`src/verilog/rtcsp_pkg.sv`:
```
// Constants and types shared by the RTC status and event-pin block
`default_nettype none
package rtcsp_pkg;
   // Oscillator timebase and pulse lengths
   localparam int          OSC_HZ       = 32768;
   localparam int          PULSE_US     = 7900;
   localparam int          SAMPLE_US    = 15600;
   localparam logic [8:0]  PULSE_TICKS  = 9'(PULSE_US * OSC_HZ / 1000000);
   localparam logic [8:0]  SAMPLE_TICKS = 9'(SAMPLE_US * OSC_HZ / 1000000);
   localparam logic [14:0] DIV_LAST     = 15'h7fff;
   // Register indices
   localparam logic [4:0]  REG_STATUS1  = 5'h00;
   localparam logic [4:0]  REG_STATUS2  = 5'h01;
   localparam logic [4:0]  REG_YEAR     = 5'h02;
   localparam logic [4:0]  REG_MONTH    = 5'h03;
   localparam logic [4:0]  REG_DAY      = 5'h04;
   localparam logic [4:0]  REG_WDAY     = 5'h05;
   localparam logic [4:0]  REG_HOUR     = 5'h06;
   localparam logic [4:0]  REG_MINUTE   = 5'h07;
   localparam logic [4:0]  REG_SECOND   = 5'h08;
   localparam logic [4:0]  REG_PIN_A    = 5'h09;
   localparam logic [4:0]  REG_PIN_B    = 5'h0c;
   localparam logic [4:0]  REG_CORR     = 5'h0f;
   localparam logic [4:0]  REG_FREE     = 5'h10;
   // Field positions
   localparam int          S1_POWER_ON  = 0;
   localparam int          S1_LOW_V     = 1;
   localparam int          S1_H24       = 6;
   localparam int          S1_INIT      = 7;
   localparam int          S2_B_ALARM   = 1;
   localparam int          S2_B_MINUTE  = 2;
   localparam int          S2_B_FREQ    = 3;
   localparam int          S2_A_XTAL    = 4;
   localparam int          S2_A_ALARM   = 5;
   localparam int          S2_A_MINUTE  = 6;
   localparam int          S2_A_FREQ    = 7;
   localparam int          HOUR_PM      = 1;
   localparam int          ALM_VALID    = 0;
   // Reset values
   localparam logic [7:0]  S2_POR       = 8'h80;
   localparam logic [7:0]  FREQ_POR     = 8'h80;
   localparam logic [3:0]  DEF_MONTH    = 4'h1;
   localparam logic [4:0]  DEF_DAY      = 5'h01;
   // Calendar limits
   localparam logic [5:0]  SEC_MAX      = 6'h3b;
   localparam logic [5:0]  SEC_HALF     = 6'h1e;
   localparam logic [4:0]  HOUR_MAX     = 5'h17;
   localparam logic [4:0]  HOUR_NOON    = 5'h0c;
   localparam logic [3:0]  MONTH_MAX    = 4'hc;
   localparam logic [6:0]  YEAR_MAX     = 7'h63;
   localparam logic [2:0]  WDAY_MAX     = 3'h6;

   typedef struct packed {
      logic xtal;
      logic alarm;
      logic minute;
      logic freq;
   } rtcsp_mode_t;
endpackage
`default_nettype wire

```
`src/verilog/rtcsp_top.sv`:
```
// Status, supervision, calendar repair and event-pin logic of an RTC
//
// The address map and the address-and-strobe port are this design's own decisions.
`default_nettype none
// How it works
// - Power-on clears other registers, loads default calendar
// - Power-on sets flag, pin A outputs 1 Hz
// - Initialization clears power-on flag and frequency mode
// - Initialization restores defaults, keeps status bits 6-4
// - Supply sampled 15.6 ms once per second
// - Low supply sets sticky flag, stops sampling
// - Init or flag read clears it, restarts sampling
// - Invalid date values repaired on write
// - Invalid time values become zero on write
// - Bad seconds fixed at next carry, minute advances
// - Afternoon flag written in 12h, derived in 24h
// - Nonexistent day moves to next month's first
// - Both pins share modes; pin A adds two
// - Alarm pin low until alarm enable cleared
// - Re-enabled alarm stays high during same match
// - Frequency mode ANDs selected frequencies
// - Minute edge low until disabled, 7.9 ms pulse
// - Minute square wave, half low, from carry
// - Pin A pulses 7.9 ms each minute carry
// - Status-2 bits 7-4 pick pin A mode
// - Status-2 bits 3-1 pick pin B mode
// - Init bit write-only, reads back zero
// - Alarm byte bit 0 enables its comparison

module rtcsp_pin
   import rtcsp_pkg::*;
   #(parameter bit HAS_EXTRA = 1'b0)
   (input  wire logic        clk,
    input  wire logic        rst,
    input  wire logic        ce,
    input  wire rtcsp_mode_t mode,
    input  wire logic        osc_level,
    input  wire logic        alarm_match,
    input  wire logic        min_tick,
    input  wire logic        pulse_on,
    input  wire logic        first_half,
    input  wire logic        freq_level,
    output logic             pin_out,
    output logic             pin_oe);

   logic edge_low;
   logic started;
   logic alarm_low;
   logic match_q;

   // Mode decode
   wire xtal_m  = HAS_EXTRA && mode.xtal;
   wire freq_m  = !xtal_m && mode.freq && !mode.minute;
   wire edge_m  = !xtal_m && mode.minute && !mode.freq;
   wire per2_m  = HAS_EXTRA && !xtal_m && mode.alarm && mode.minute
                  && mode.freq;
   wire per1_m  = !xtal_m && mode.minute && mode.freq && !per2_m;
   wire alarm_m = !xtal_m && mode.alarm && !mode.minute && !mode.freq;
   wire alarm_fire = alarm_m && alarm_match && !match_q;

   wire next_low = xtal_m  ? !osc_level :
                   freq_m  ? !freq_level :
                   edge_m  ? (edge_low || pulse_on) :
                   per1_m  ? (started && first_half) :
                   per2_m  ? (started && pulse_on) :
                   alarm_m ? alarm_low : 1'b0;

   always_ff @(posedge clk or posedge rst) begin
      if (rst) begin
         edge_low  <= 1'b0;
         started   <= 1'b0;
         alarm_low <= 1'b0;
         match_q   <= 1'b0;
         pin_out   <= 1'b0;
         pin_oe    <= 1'b0;
      end else if (ce) begin
         match_q   <= alarm_match;
         edge_low  <= edge_m && (edge_low || min_tick);
         started   <= (per1_m || per2_m) && (started || min_tick);
         alarm_low <= mode.alarm && (alarm_low || alarm_fire);
         pin_out   <= 1'b0;
         pin_oe    <= next_low;
      end
   end
endmodule

module rtcsp_top
   import rtcsp_pkg::*;
   (input  wire logic       clk,
    input  wire logic       rst,
    input  wire logic       ce,
    input  wire logic       osc_32k,
    input  wire logic       supply_low,
    input  wire logic [4:0] addr,
    input  wire logic [7:0] wdata,
    input  wire logic       wr,
    input  wire logic       rd,
    output logic      [7:0] rdata,
    output logic            detector_sample,
    output logic            event_pin_a_out,
    output logic            event_pin_a_oe,
    output logic            event_pin_b_out,
    output logic            event_pin_b_oe);

   function automatic logic [7:0] to_bcd(input logic [6:0] v);
      logic [6:0] t;
      t = v / 7'd10;
      to_bcd = {t[3:0], 4'(v - t * 7'd10)};
   endfunction

   function automatic logic [4:0] days_in(input logic [3:0] m,
                                          input logic [6:0] y);
      case (m)
         4'h2: days_in = (y[1:0] == 2'b00) ? 5'h1d : 5'h1c;
         4'h4, 4'h6, 4'h9, 4'hb: days_in = 5'h1e;
         default: days_in = 5'h1f;
      endcase
   endfunction

   // Synchronisers for the oscillator and the supply detector
   logic        osc_q1;
   logic        osc_q2;
   logic        osc_q3;
   logic        low_q1;
   logic        low_q2;
   // Timebase
   logic [14:0] div;
   logic [8:0]  pulse_cnt;
   logic        min_tick;
   // Calendar, binary
   logic [5:0]  sec;
   logic [5:0]  minute;
   logic [4:0]  hour;
   logic [2:0]  wday;
   logic [4:0]  day;
   logic [3:0]  month;
   logic [6:0]  year;
   logic        sec_bad;
   logic        eom_chk;
   // Status and user registers
   logic        power_on_flag;
   logic        low_voltage_flag;
   logic [2:0]  s1_user;
   logic [7:0]  status2;
   logic [7:0]  pin_a_reg [0:2];
   logic [7:0]  pin_b_reg [0:2];
   logic [7:0]  corr;
   logic [7:0]  free;
   logic [7:0]  next_rdata;

   wire osc_rise = osc_q2 && !osc_q3;
   wire sec_tick = osc_rise && (div == DIV_LAST);
   wire pulse_on = pulse_cnt != 9'h000;
   wire hour24   = s1_user[2];

   // Register decode
   wire do_init  = wr && addr == REG_STATUS1 && wdata[S1_INIT];
   wire wr_s1    = wr && addr == REG_STATUS1;
   wire wr_s2    = wr && addr == REG_STATUS2;
   wire wr_year  = wr && addr == REG_YEAR;
   wire wr_month = wr && addr == REG_MONTH;
   wire wr_day   = wr && addr == REG_DAY;
   wire wr_wday  = wr && addr == REG_WDAY;
   wire wr_hour  = wr && addr == REG_HOUR;
   wire wr_min   = wr && addr == REG_MINUTE;
   wire wr_sec   = wr && addr == REG_SECOND;
   wire wr_corr  = wr && addr == REG_CORR;
   wire wr_free  = wr && addr == REG_FREE;
   wire rd_s1    = rd && addr == REG_STATUS1;
   wire in_a     = addr >= REG_PIN_A && addr < REG_PIN_B;
   wire in_b     = addr >= REG_PIN_B && addr < REG_CORR;
   wire [1:0] idx_a = 2'(addr - REG_PIN_A);
   wire [1:0] idx_b = 2'(addr - REG_PIN_B);

   // Written data checks
   wire [3:0] wd_hi   = wdata[7:4];
   wire [3:0] wd_lo   = wdata[3:0];
   wire       nib_ok  = wd_hi <= 4'h9 && wd_lo <= 4'h9;
   wire [6:0] wd_bin  = {3'b000, wd_hi} * 7'd10 + {3'b000, wd_lo};
   wire       mon_ok  = nib_ok && wd_bin >= 7'h01
                        && wd_bin <= {3'b000, MONTH_MAX};
   wire       day_ok  = nib_ok && wd_bin >= 7'h01 && wd_bin <= 7'h1f;
   wire       ms_ok   = nib_ok && wd_bin <= {1'b0, SEC_MAX};
   wire [3:0] h_units = wdata[5:2];
   wire [6:0] h_bin   = {5'b00000, wdata[7:6]} * 7'd10
                        + {3'b000, h_units};
   wire       h_ok    = h_units <= 4'h9 && (hour24 ?
                        h_bin <= {2'b00, HOUR_MAX} :
                        h_bin < {2'b00, HOUR_NOON});
   wire [4:0] h_new   = !h_ok ? 5'h00 :
                        (!hour24 && wdata[HOUR_PM]) ?
                        5'(h_bin) + HOUR_NOON : 5'(h_bin);

   // Hour presentation
   wire       is_pm   = hour >= HOUR_NOON;
   wire [4:0] h_disp  = (!hour24 && is_pm) ? hour - HOUR_NOON : hour;
   wire [7:0] h_bcd   = to_bcd({2'b00, h_disp});
   wire [7:0] hour_rd = {h_bcd[5:4], h_bcd[3:0], is_pm, 1'b0};
   wire [7:0] min_rd  = to_bcd({1'b0, minute});
   wire [4:0] dim     = days_in(month, year);

   // Alarm comparison per pin
   wire match_a = (pin_a_reg[0][ALM_VALID] || pin_a_reg[1][ALM_VALID]
                   || pin_a_reg[2][ALM_VALID])
                  && (!pin_a_reg[0][ALM_VALID] || pin_a_reg[0][3:1] == wday)
                  && (!pin_a_reg[1][ALM_VALID]
                      || pin_a_reg[1][7:1] == hour_rd[7:1])
                  && (!pin_a_reg[2][ALM_VALID]
                      || pin_a_reg[2][7:1] == min_rd[6:0]);
   wire match_b = (pin_b_reg[0][ALM_VALID] || pin_b_reg[1][ALM_VALID]
                   || pin_b_reg[2][ALM_VALID])
                  && (!pin_b_reg[0][ALM_VALID] || pin_b_reg[0][3:1] == wday)
                  && (!pin_b_reg[1][ALM_VALID]
                      || pin_b_reg[1][7:1] == hour_rd[7:1])
                  && (!pin_b_reg[2][ALM_VALID]
                      || pin_b_reg[2][7:1] == min_rd[6:0]);

   // Frequency taps: bit 14 is 1 Hz down to bit 10 at 16 Hz
   wire freq_a = &(div[14:10] | ~pin_a_reg[0][7:3]);
   wire freq_b = &(div[14:10] | ~pin_b_reg[0][7:3]);
   wire first_half = sec < SEC_HALF;
   wire sample_win = div < {6'h00, SAMPLE_TICKS} && !low_voltage_flag;

   wire rtcsp_mode_t mode_a = '{xtal: status2[S2_A_XTAL],
                                alarm: status2[S2_A_ALARM],
                                minute: status2[S2_A_MINUTE],
                                freq: status2[S2_A_FREQ]};
   wire rtcsp_mode_t mode_b = '{xtal: 1'b0,
                                alarm: status2[S2_B_ALARM],
                                minute: status2[S2_B_MINUTE],
                                freq: status2[S2_B_FREQ]};

   // Sampling and timebase
   always_ff @(posedge clk or posedge rst) begin
      if (rst) begin
         osc_q1          <= 1'b0;
         osc_q2          <= 1'b0;
         osc_q3          <= 1'b0;
         low_q1          <= 1'b0;
         low_q2          <= 1'b0;
         div             <= 15'h0000;
         pulse_cnt       <= 9'h000;
         detector_sample <= 1'b0;
      end else if (ce) begin
         osc_q1          <= osc_32k;
         osc_q2          <= osc_q1;
         osc_q3          <= osc_q2;
         low_q1          <= supply_low;
         low_q2          <= low_q1;
         detector_sample <= sample_win;
         if (osc_rise) begin
            div <= div + 15'h0001;
         end
         if (min_tick) begin
            pulse_cnt <= PULSE_TICKS;
         end else if (osc_rise && pulse_on) begin
            pulse_cnt <= pulse_cnt - 9'h001;
         end
      end
   end

   // Calendar with write repair and carries
   always_ff @(posedge clk or posedge rst) begin
      if (rst) begin
         sec      <= 6'h00;
         minute   <= 6'h00;
         hour     <= 5'h00;
         wday     <= 3'h0;
         day      <= DEF_DAY;
         month    <= DEF_MONTH;
         year     <= 7'h00;
         sec_bad  <= 1'b0;
         eom_chk  <= 1'b0;
         min_tick <= 1'b0;
      end else if (ce) begin
         min_tick <= 1'b0;
         eom_chk  <= 1'b0;
         if (do_init) begin
            sec     <= 6'h00;
            minute  <= 6'h00;
            hour    <= 5'h00;
            wday    <= 3'h0;
            day     <= DEF_DAY;
            month   <= DEF_MONTH;
            year    <= 7'h00;
            sec_bad <= 1'b0;
         end else if (wr_year) begin
            year    <= nib_ok ? wd_bin : 7'h00;
            eom_chk <= 1'b1;
         end else if (wr_month) begin
            month   <= mon_ok ? wd_bin[3:0] : DEF_MONTH;
            eom_chk <= 1'b1;
         end else if (wr_day) begin
            day     <= day_ok ? wd_bin[4:0] : DEF_DAY;
            eom_chk <= 1'b1;
         end else if (wr_wday) begin
            wday <= (wdata[2:0] > WDAY_MAX) ? 3'h0 : wdata[2:0];
         end else if (wr_hour) begin
            hour <= h_new;
         end else if (wr_min) begin
            minute <= ms_ok ? wd_bin[5:0] : 6'h00;
         end else if (wr_sec) begin
            sec     <= ms_ok ? wd_bin[5:0] : 6'h00;
            sec_bad <= !ms_ok;
         end else if (eom_chk && day > dim) begin
            day <= DEF_DAY;
            if (month == MONTH_MAX) begin
               month <= DEF_MONTH;
               year  <= (year == YEAR_MAX) ? 7'h00 : year + 7'h01;
            end else begin
               month <= month + 4'h1;
            end
         end else if (sec_tick) begin
            if (sec_bad || sec == SEC_MAX) begin
               sec      <= 6'h00;
               sec_bad  <= 1'b0;
               min_tick <= 1'b1;
               if (minute == SEC_MAX) begin
                  minute <= 6'h00;
                  if (hour == HOUR_MAX) begin
                     hour <= 5'h00;
                     wday <= (wday == WDAY_MAX) ? 3'h0 : wday + 3'h1;
                     if (day >= dim) begin
                        day <= DEF_DAY;
                        if (month == MONTH_MAX) begin
                           month <= DEF_MONTH;
                           year  <= (year == YEAR_MAX) ? 7'h00
                                    : year + 7'h01;
                        end else begin
                           month <= month + 4'h1;
                        end
                     end else begin
                        day <= day + 5'h01;
                     end
                  end else begin
                     hour <= hour + 5'h01;
                  end
               end else begin
                  minute <= minute + 6'h01;
               end
            end else begin
               sec <= sec + 6'h01;
            end
         end
      end
   end

   // Status and user registers
   always_ff @(posedge clk or posedge rst) begin
      if (rst) begin
         power_on_flag    <= 1'b1;
         low_voltage_flag <= 1'b0;
         s1_user          <= 3'h0;
         status2          <= S2_POR;
         pin_a_reg        <= '{FREQ_POR, 8'h00, 8'h00};
         pin_b_reg        <= '{8'h00, 8'h00, 8'h00};
         corr             <= 8'h00;
         free             <= 8'h00;
      end else if (ce) begin
         if (do_init) begin
            power_on_flag    <= 1'b0;
            low_voltage_flag <= 1'b0;
            status2          <= 8'h00;
            pin_a_reg        <= '{8'h00, 8'h00, 8'h00};
            pin_b_reg        <= '{8'h00, 8'h00, 8'h00};
            corr             <= 8'h00;
            free             <= 8'h00;
         end else begin
            if (low_q2 && sample_win) begin
               low_voltage_flag <= 1'b1;
            end else if (rd_s1) begin
               low_voltage_flag <= 1'b0;
            end
            if (wr_s1) begin
               s1_user <= wdata[6:4];
            end
            if (wr_s2) begin
               status2 <= wdata;
            end
            if (wr && in_a) begin
               pin_a_reg[idx_a] <= wdata;
            end
            if (wr && in_b) begin
               pin_b_reg[idx_b] <= wdata;
            end
            if (wr_corr) begin
               corr <= wdata;
            end
            if (wr_free) begin
               free <= wdata;
            end
         end
      end
   end

   // Read selection
   always_comb begin
      next_rdata = 8'h00;
      case (addr)
         REG_STATUS1: next_rdata = {1'b0, s1_user, 2'b00,
                                    low_voltage_flag, power_on_flag};
         REG_STATUS2: next_rdata = status2;
         REG_YEAR:    next_rdata = to_bcd(year);
         REG_MONTH:   next_rdata = to_bcd({3'b000, month});
         REG_DAY:     next_rdata = to_bcd({2'b00, day});
         REG_WDAY:    next_rdata = {5'h00, wday};
         REG_HOUR:    next_rdata = hour_rd;
         REG_MINUTE:  next_rdata = min_rd;
         REG_SECOND:  next_rdata = to_bcd({1'b0, sec});
         5'h09, 5'h0a, 5'h0b: next_rdata = pin_a_reg[idx_a];
         5'h0c, 5'h0d, 5'h0e: next_rdata = pin_b_reg[idx_b];
         REG_CORR:    next_rdata = corr;
         REG_FREE:    next_rdata = free;
         default:     next_rdata = 8'h00;
      endcase
   end

   always_ff @(posedge clk or posedge rst) begin
      if (rst) begin
         rdata <= 8'h00;
      end else if (ce && rd) begin
         rdata <= next_rdata;
      end
   end

   rtcsp_pin #(.HAS_EXTRA(1'b1)) u_pin_a (
      .clk         (clk),
      .rst         (rst),
      .ce          (ce),
      .mode        (mode_a),
      .osc_level   (osc_q2),
      .alarm_match (match_a),
      .min_tick    (min_tick),
      .pulse_on    (pulse_on),
      .first_half  (first_half),
      .freq_level  (freq_a),
      .pin_out     (event_pin_a_out),
      .pin_oe      (event_pin_a_oe));

   rtcsp_pin #(.HAS_EXTRA(1'b0)) u_pin_b (
      .clk         (clk),
      .rst         (rst),
      .ce          (ce),
      .mode        (mode_b),
      .osc_level   (osc_q2),
      .alarm_match (match_b),
      .min_tick    (min_tick),
      .pulse_on    (pulse_on),
      .first_half  (first_half),
      .freq_level  (freq_b),
      .pin_out     (event_pin_b_out),
      .pin_oe      (event_pin_b_oe));
endmodule
`default_nettype wire

```
`config.mk`:
```
export PLATFORM = sky130hd
export DESIGN_NAME = rtcsp_top
export DESIGN_NICKNAME = d
export VERILOG_FILES = /design/src/verilog/rtcsp_pkg.sv /design/src/verilog/rtcsp_top.sv
export SDC_FILE = /design/constraint.sdc
export NUM_CORES = 1
export LEC_CHECK = 0
export BUFFER_PORTS_ARGS = -buffer_cell sky130_fd_sc_hd__buf_4
export CORE_ASPECT_RATIO = 1.75
export CORE_UTILIZATION = 50
export DETAILED_ROUTE_END_ITERATION = 12
export PLACE_DENSITY = 0.73
export SLEW_MARGIN = 20
export SYNTH_ARGS = -nofsm -noshare
export SYNTH_HDL_FRONTEND = slang
export SYNTH_SLANG_ARGS = --single-unit
export TNS_END_PERCENT = 30
```
`constraint.sdc`:
```
create_clock -name clk -period 7.66 [get_ports clk]
set_input_delay 1.532 -clock clk [delete_from_list [all_inputs] [get_ports clk]]
set_output_delay 1.532 -clock clk [all_outputs]
set_load 0.03 [all_outputs]
```
==> results.cfg <==
[status]
status = complete, no violations

[die]
die_h_um = 203
die_area_um2 = 23700
die_x_um = 117
core_um2 = 22700
ioPinCount = 33
start_util_pct = 51.0
rows = 73

[layout]
antenna_cells = 0
nNetsFinal = 1390
final_area_um2 = 12600
drive_gt1_share_pct = 9.06
area_growth_pct = 8.72

[cts]
cts_tree = yes
cts_hold_buffers = 0
cts_sinks = 164
clk_latency_ns = 0.46
h-tree-depth = 4
cts_resized = 0
cts_root_buf = clkbuf_16
cts_buffer_depth = 2
post-cts-setup-buffers = 0
cts.clk_slew.worst_paths_ns = 0.07
numCtsBuffers = 17

[synth]
synth_area_leaders = dfrtp_1 34%, ha_1 6.6%, nand2_1 4.8%, xnor2_1 3.6%, o21ai_0 3.4%
synth-seq-cells = 164
synth_common_cells = 159 x dfrtp_1, 149 x nand2_1, 80 x nor2_1, 78 x o21ai_0, 70 x a21oi_1
synthArstFlopShare_pct = 100
synth.distinct_cells = 93
synth_simple_gate_area_share_pct = 19.8
synthDominantCellAreaShare_pct = 34.4
synth_seq_area_share_pct = 35.6
synth_ff_type = dfrtp_1
avgSynthCellArea_um2 = 8.78
synth_top_family_by_area = compound AO/OA/AOI/OAI gates
synth_largest_area_cell = dfrtp_1
synth-compound-area-share_pct = 23.6
yosys-mux-area-fraction_pct = 2.70
synth_edf_count = 0
synth_fa_ha_area_share_pct = 7.99
yosysWarnings = 0
synthesis.instances = 1315
yosysMostFrequentCell = dfrtp_1
synth_xor_area_share_pct = 5.61
syn_area_um2 = 11600

[global_routing]
grt_pass1_vias = 10500
grt_max_degree = 86
antenna_found_initial = 0
overflow = 0
grt_pass1_wl_mm = 59.9
grtUsageTotal_pct = 34.9

[power]
ir_drop_mv = 0.163
power_leakage_nw = 5.43
power_density_nw_per_um2 = 212

[sta]
relSlewSlack_pct = 27.9
slew_violations = 0
holdWs_ns = 0.473
min_period_over_period_pct = 74.5
hold_viol_final = 0
grt_setup_unrepaired = false
tns_ns = 0
post-route-min-period_ns = 5.71
tightest_slew_ns = 1.08
fmax_ghz = 0.175
clock_skew_ns = 0.00935
fin_ws_ns = 1.95
finalSetupViolations = 0

[worst_hold_path]
hold_class = flip-flop to flip-flop
hold_depth = 1
whs_endpoint = div[7]
hold_start = div[7]

[place]
hpwl_mm = 29.3
io_buffers = 30
placed_area_um2 = 11900
place_congestion = 1.03
preCtsSetupSlack_ns = 1.97

[worst_setup_path]
cp_common_cell = ha_1
path_cells = ha_1 -> nor3_1 -> o32ai_4 -> o211a_1 -> a21oi_2 -> inv_1 -> ha_1 -> nor3b_1 -> a21o_1 -> o311ai_4 -> ha_1 -> fa_1 -> o21ai_0 -> nor2_1 -> a211oi_2 -> xor2_1 -> and2_1 -> mux2i_1 -> o41a_1 -> o31ai_2
r2r-start = minute[3]
crit_arrival_ns = 6.08
crit_path_top_delay_cell = dfrtp_1
crit_required_ns = 8.03
r2r_cells = 20
cp_max_fo = 21
r2r_end = u_pin_a.alarm_low
ff2ff_setup_slack_ns = 1.95
cp-start-kind = flip-flop
setup.worst_path.class = flip-flop to flip-flop
worst_setup_path_end_kind = flip-flop
cpPeakStageDelay_ns = 0.61

[route]
wl_met3_mm = 2.75
drc_errors = 0
highest_layer = met4
wl_per_cell_um = 24.4
met2WireLength_mm = 19.5
dr.pass1.iters = 8
drt_iter0_drc = 1009
ant_nets = 0
vias = 10700
met1_length_mm = 13.2
wirelength_mm = 39.5
vias_per_cell = 6.64

[job]
max_cap_violations = 0
## cell usage in the layout, fill, tap and decap left out, types with 21 or more instances in the layout
cell type and count:
nor2_1 80, xnor2_1 48, dfrtp_1 159, ha_1 61
buf_4 40, a21oi_1 70, a22o_1 41, nor3_1 31
xor2_1 26, mux2i_1 21, o21ai_1 29, nand3_1 64
o21ai_0 78, inv_1 56, nand2_1 149
## per-layer routing
metal | GRT usage, % | vias up
li1 | - | 4782
met5 | 0 | -
met3 | 6.54 | 214
met1 | 36.2 | 5173
met4 | 31.6 | 0
met2 | 58.3 | 545
## kinds of logic (layout without fill, tap and decap cells)
kind of cell | after synthesis | in the layout
AND/OR/NAND/NOR | 459 | 459
AO/OA/AOI/OAI | 386 | 386
flip-flops | 164 | 164
buffers and inverters | 132 | 130
XOR/XNOR | 74 | 74
adder cells (fa/ha/maj) | 69 | 69
multiplexers | 30 | 30
other | 1 | 2
## how the worst max path moves through the flow
| stage | cells past startpoint | end | startpoint | slack [ns] |
|---|---|---|---|---|
| after floorplan | 1 | corr[0] | rst | 1.70 |
| after global placement | 20 | u_pin_b.alarm_low | minute[3] | 2.13 |
| after detailed placement | 20 | u_pin_b.alarm_low | minute[3] | 1.97 |
| after CTS | 20 | u_pin_b.alarm_low | minute[3] | 1.96 |
| after global routing | 20 | u_pin_a.alarm_low | minute[3] | 1.63 |
| final | 20 | u_pin_a.alarm_low | minute[3] | 1.95 |
## report_power, final
part	internal (W)	switching [W]	total [W]	leakage [nW]
Combinational	0.000242	0.000340	0.000582	2.98
Clock	0.000551	0.000377	0.000928	0.305
Sequential	0.000984	0.000171	0.00116	2.15
Total	0.00178	0.000888	0.00267	5.43
## through the flow
stage | cells | total power, W | utilization, %
after floorplan | 1316 | 0.00153 | -
after global placement | 1582 | 0.00172 | 52.6
after detailed placement | 1582 | 0.00174 | 52.6
after CTS | 1614 | 0.00266 | 55.4
after global routing | 1614 | 0.00278 | 55.4
final | 1614 | 0.00267 | 55.4
## critical path, delay by kind of cell, from the launching register on
family / cells / cell delay (ns)
AOI/OAI and AO/OA: 9 / 2.30
adders and majority gates: 4 / 1.33
and+or+nand+nor: 4 / 1.00
DFF: 1 / 0.61
xor gates and xnor gates: 1 / 0.21
buffers and inverters: 1 / 0.09
muxes: 1 / 0.06
## layout make-up
class                      instances  area [um2]
clock inverter                     9         141
multi-input combinational       1020        6910
inverter                          57         219
timing repair buffer              41         312
tap                              300         375
sequential                       164        4110
clock buffer                      23         488
fill                            2163       10100
Note: power is estimated with default switching activity, not from simulation.
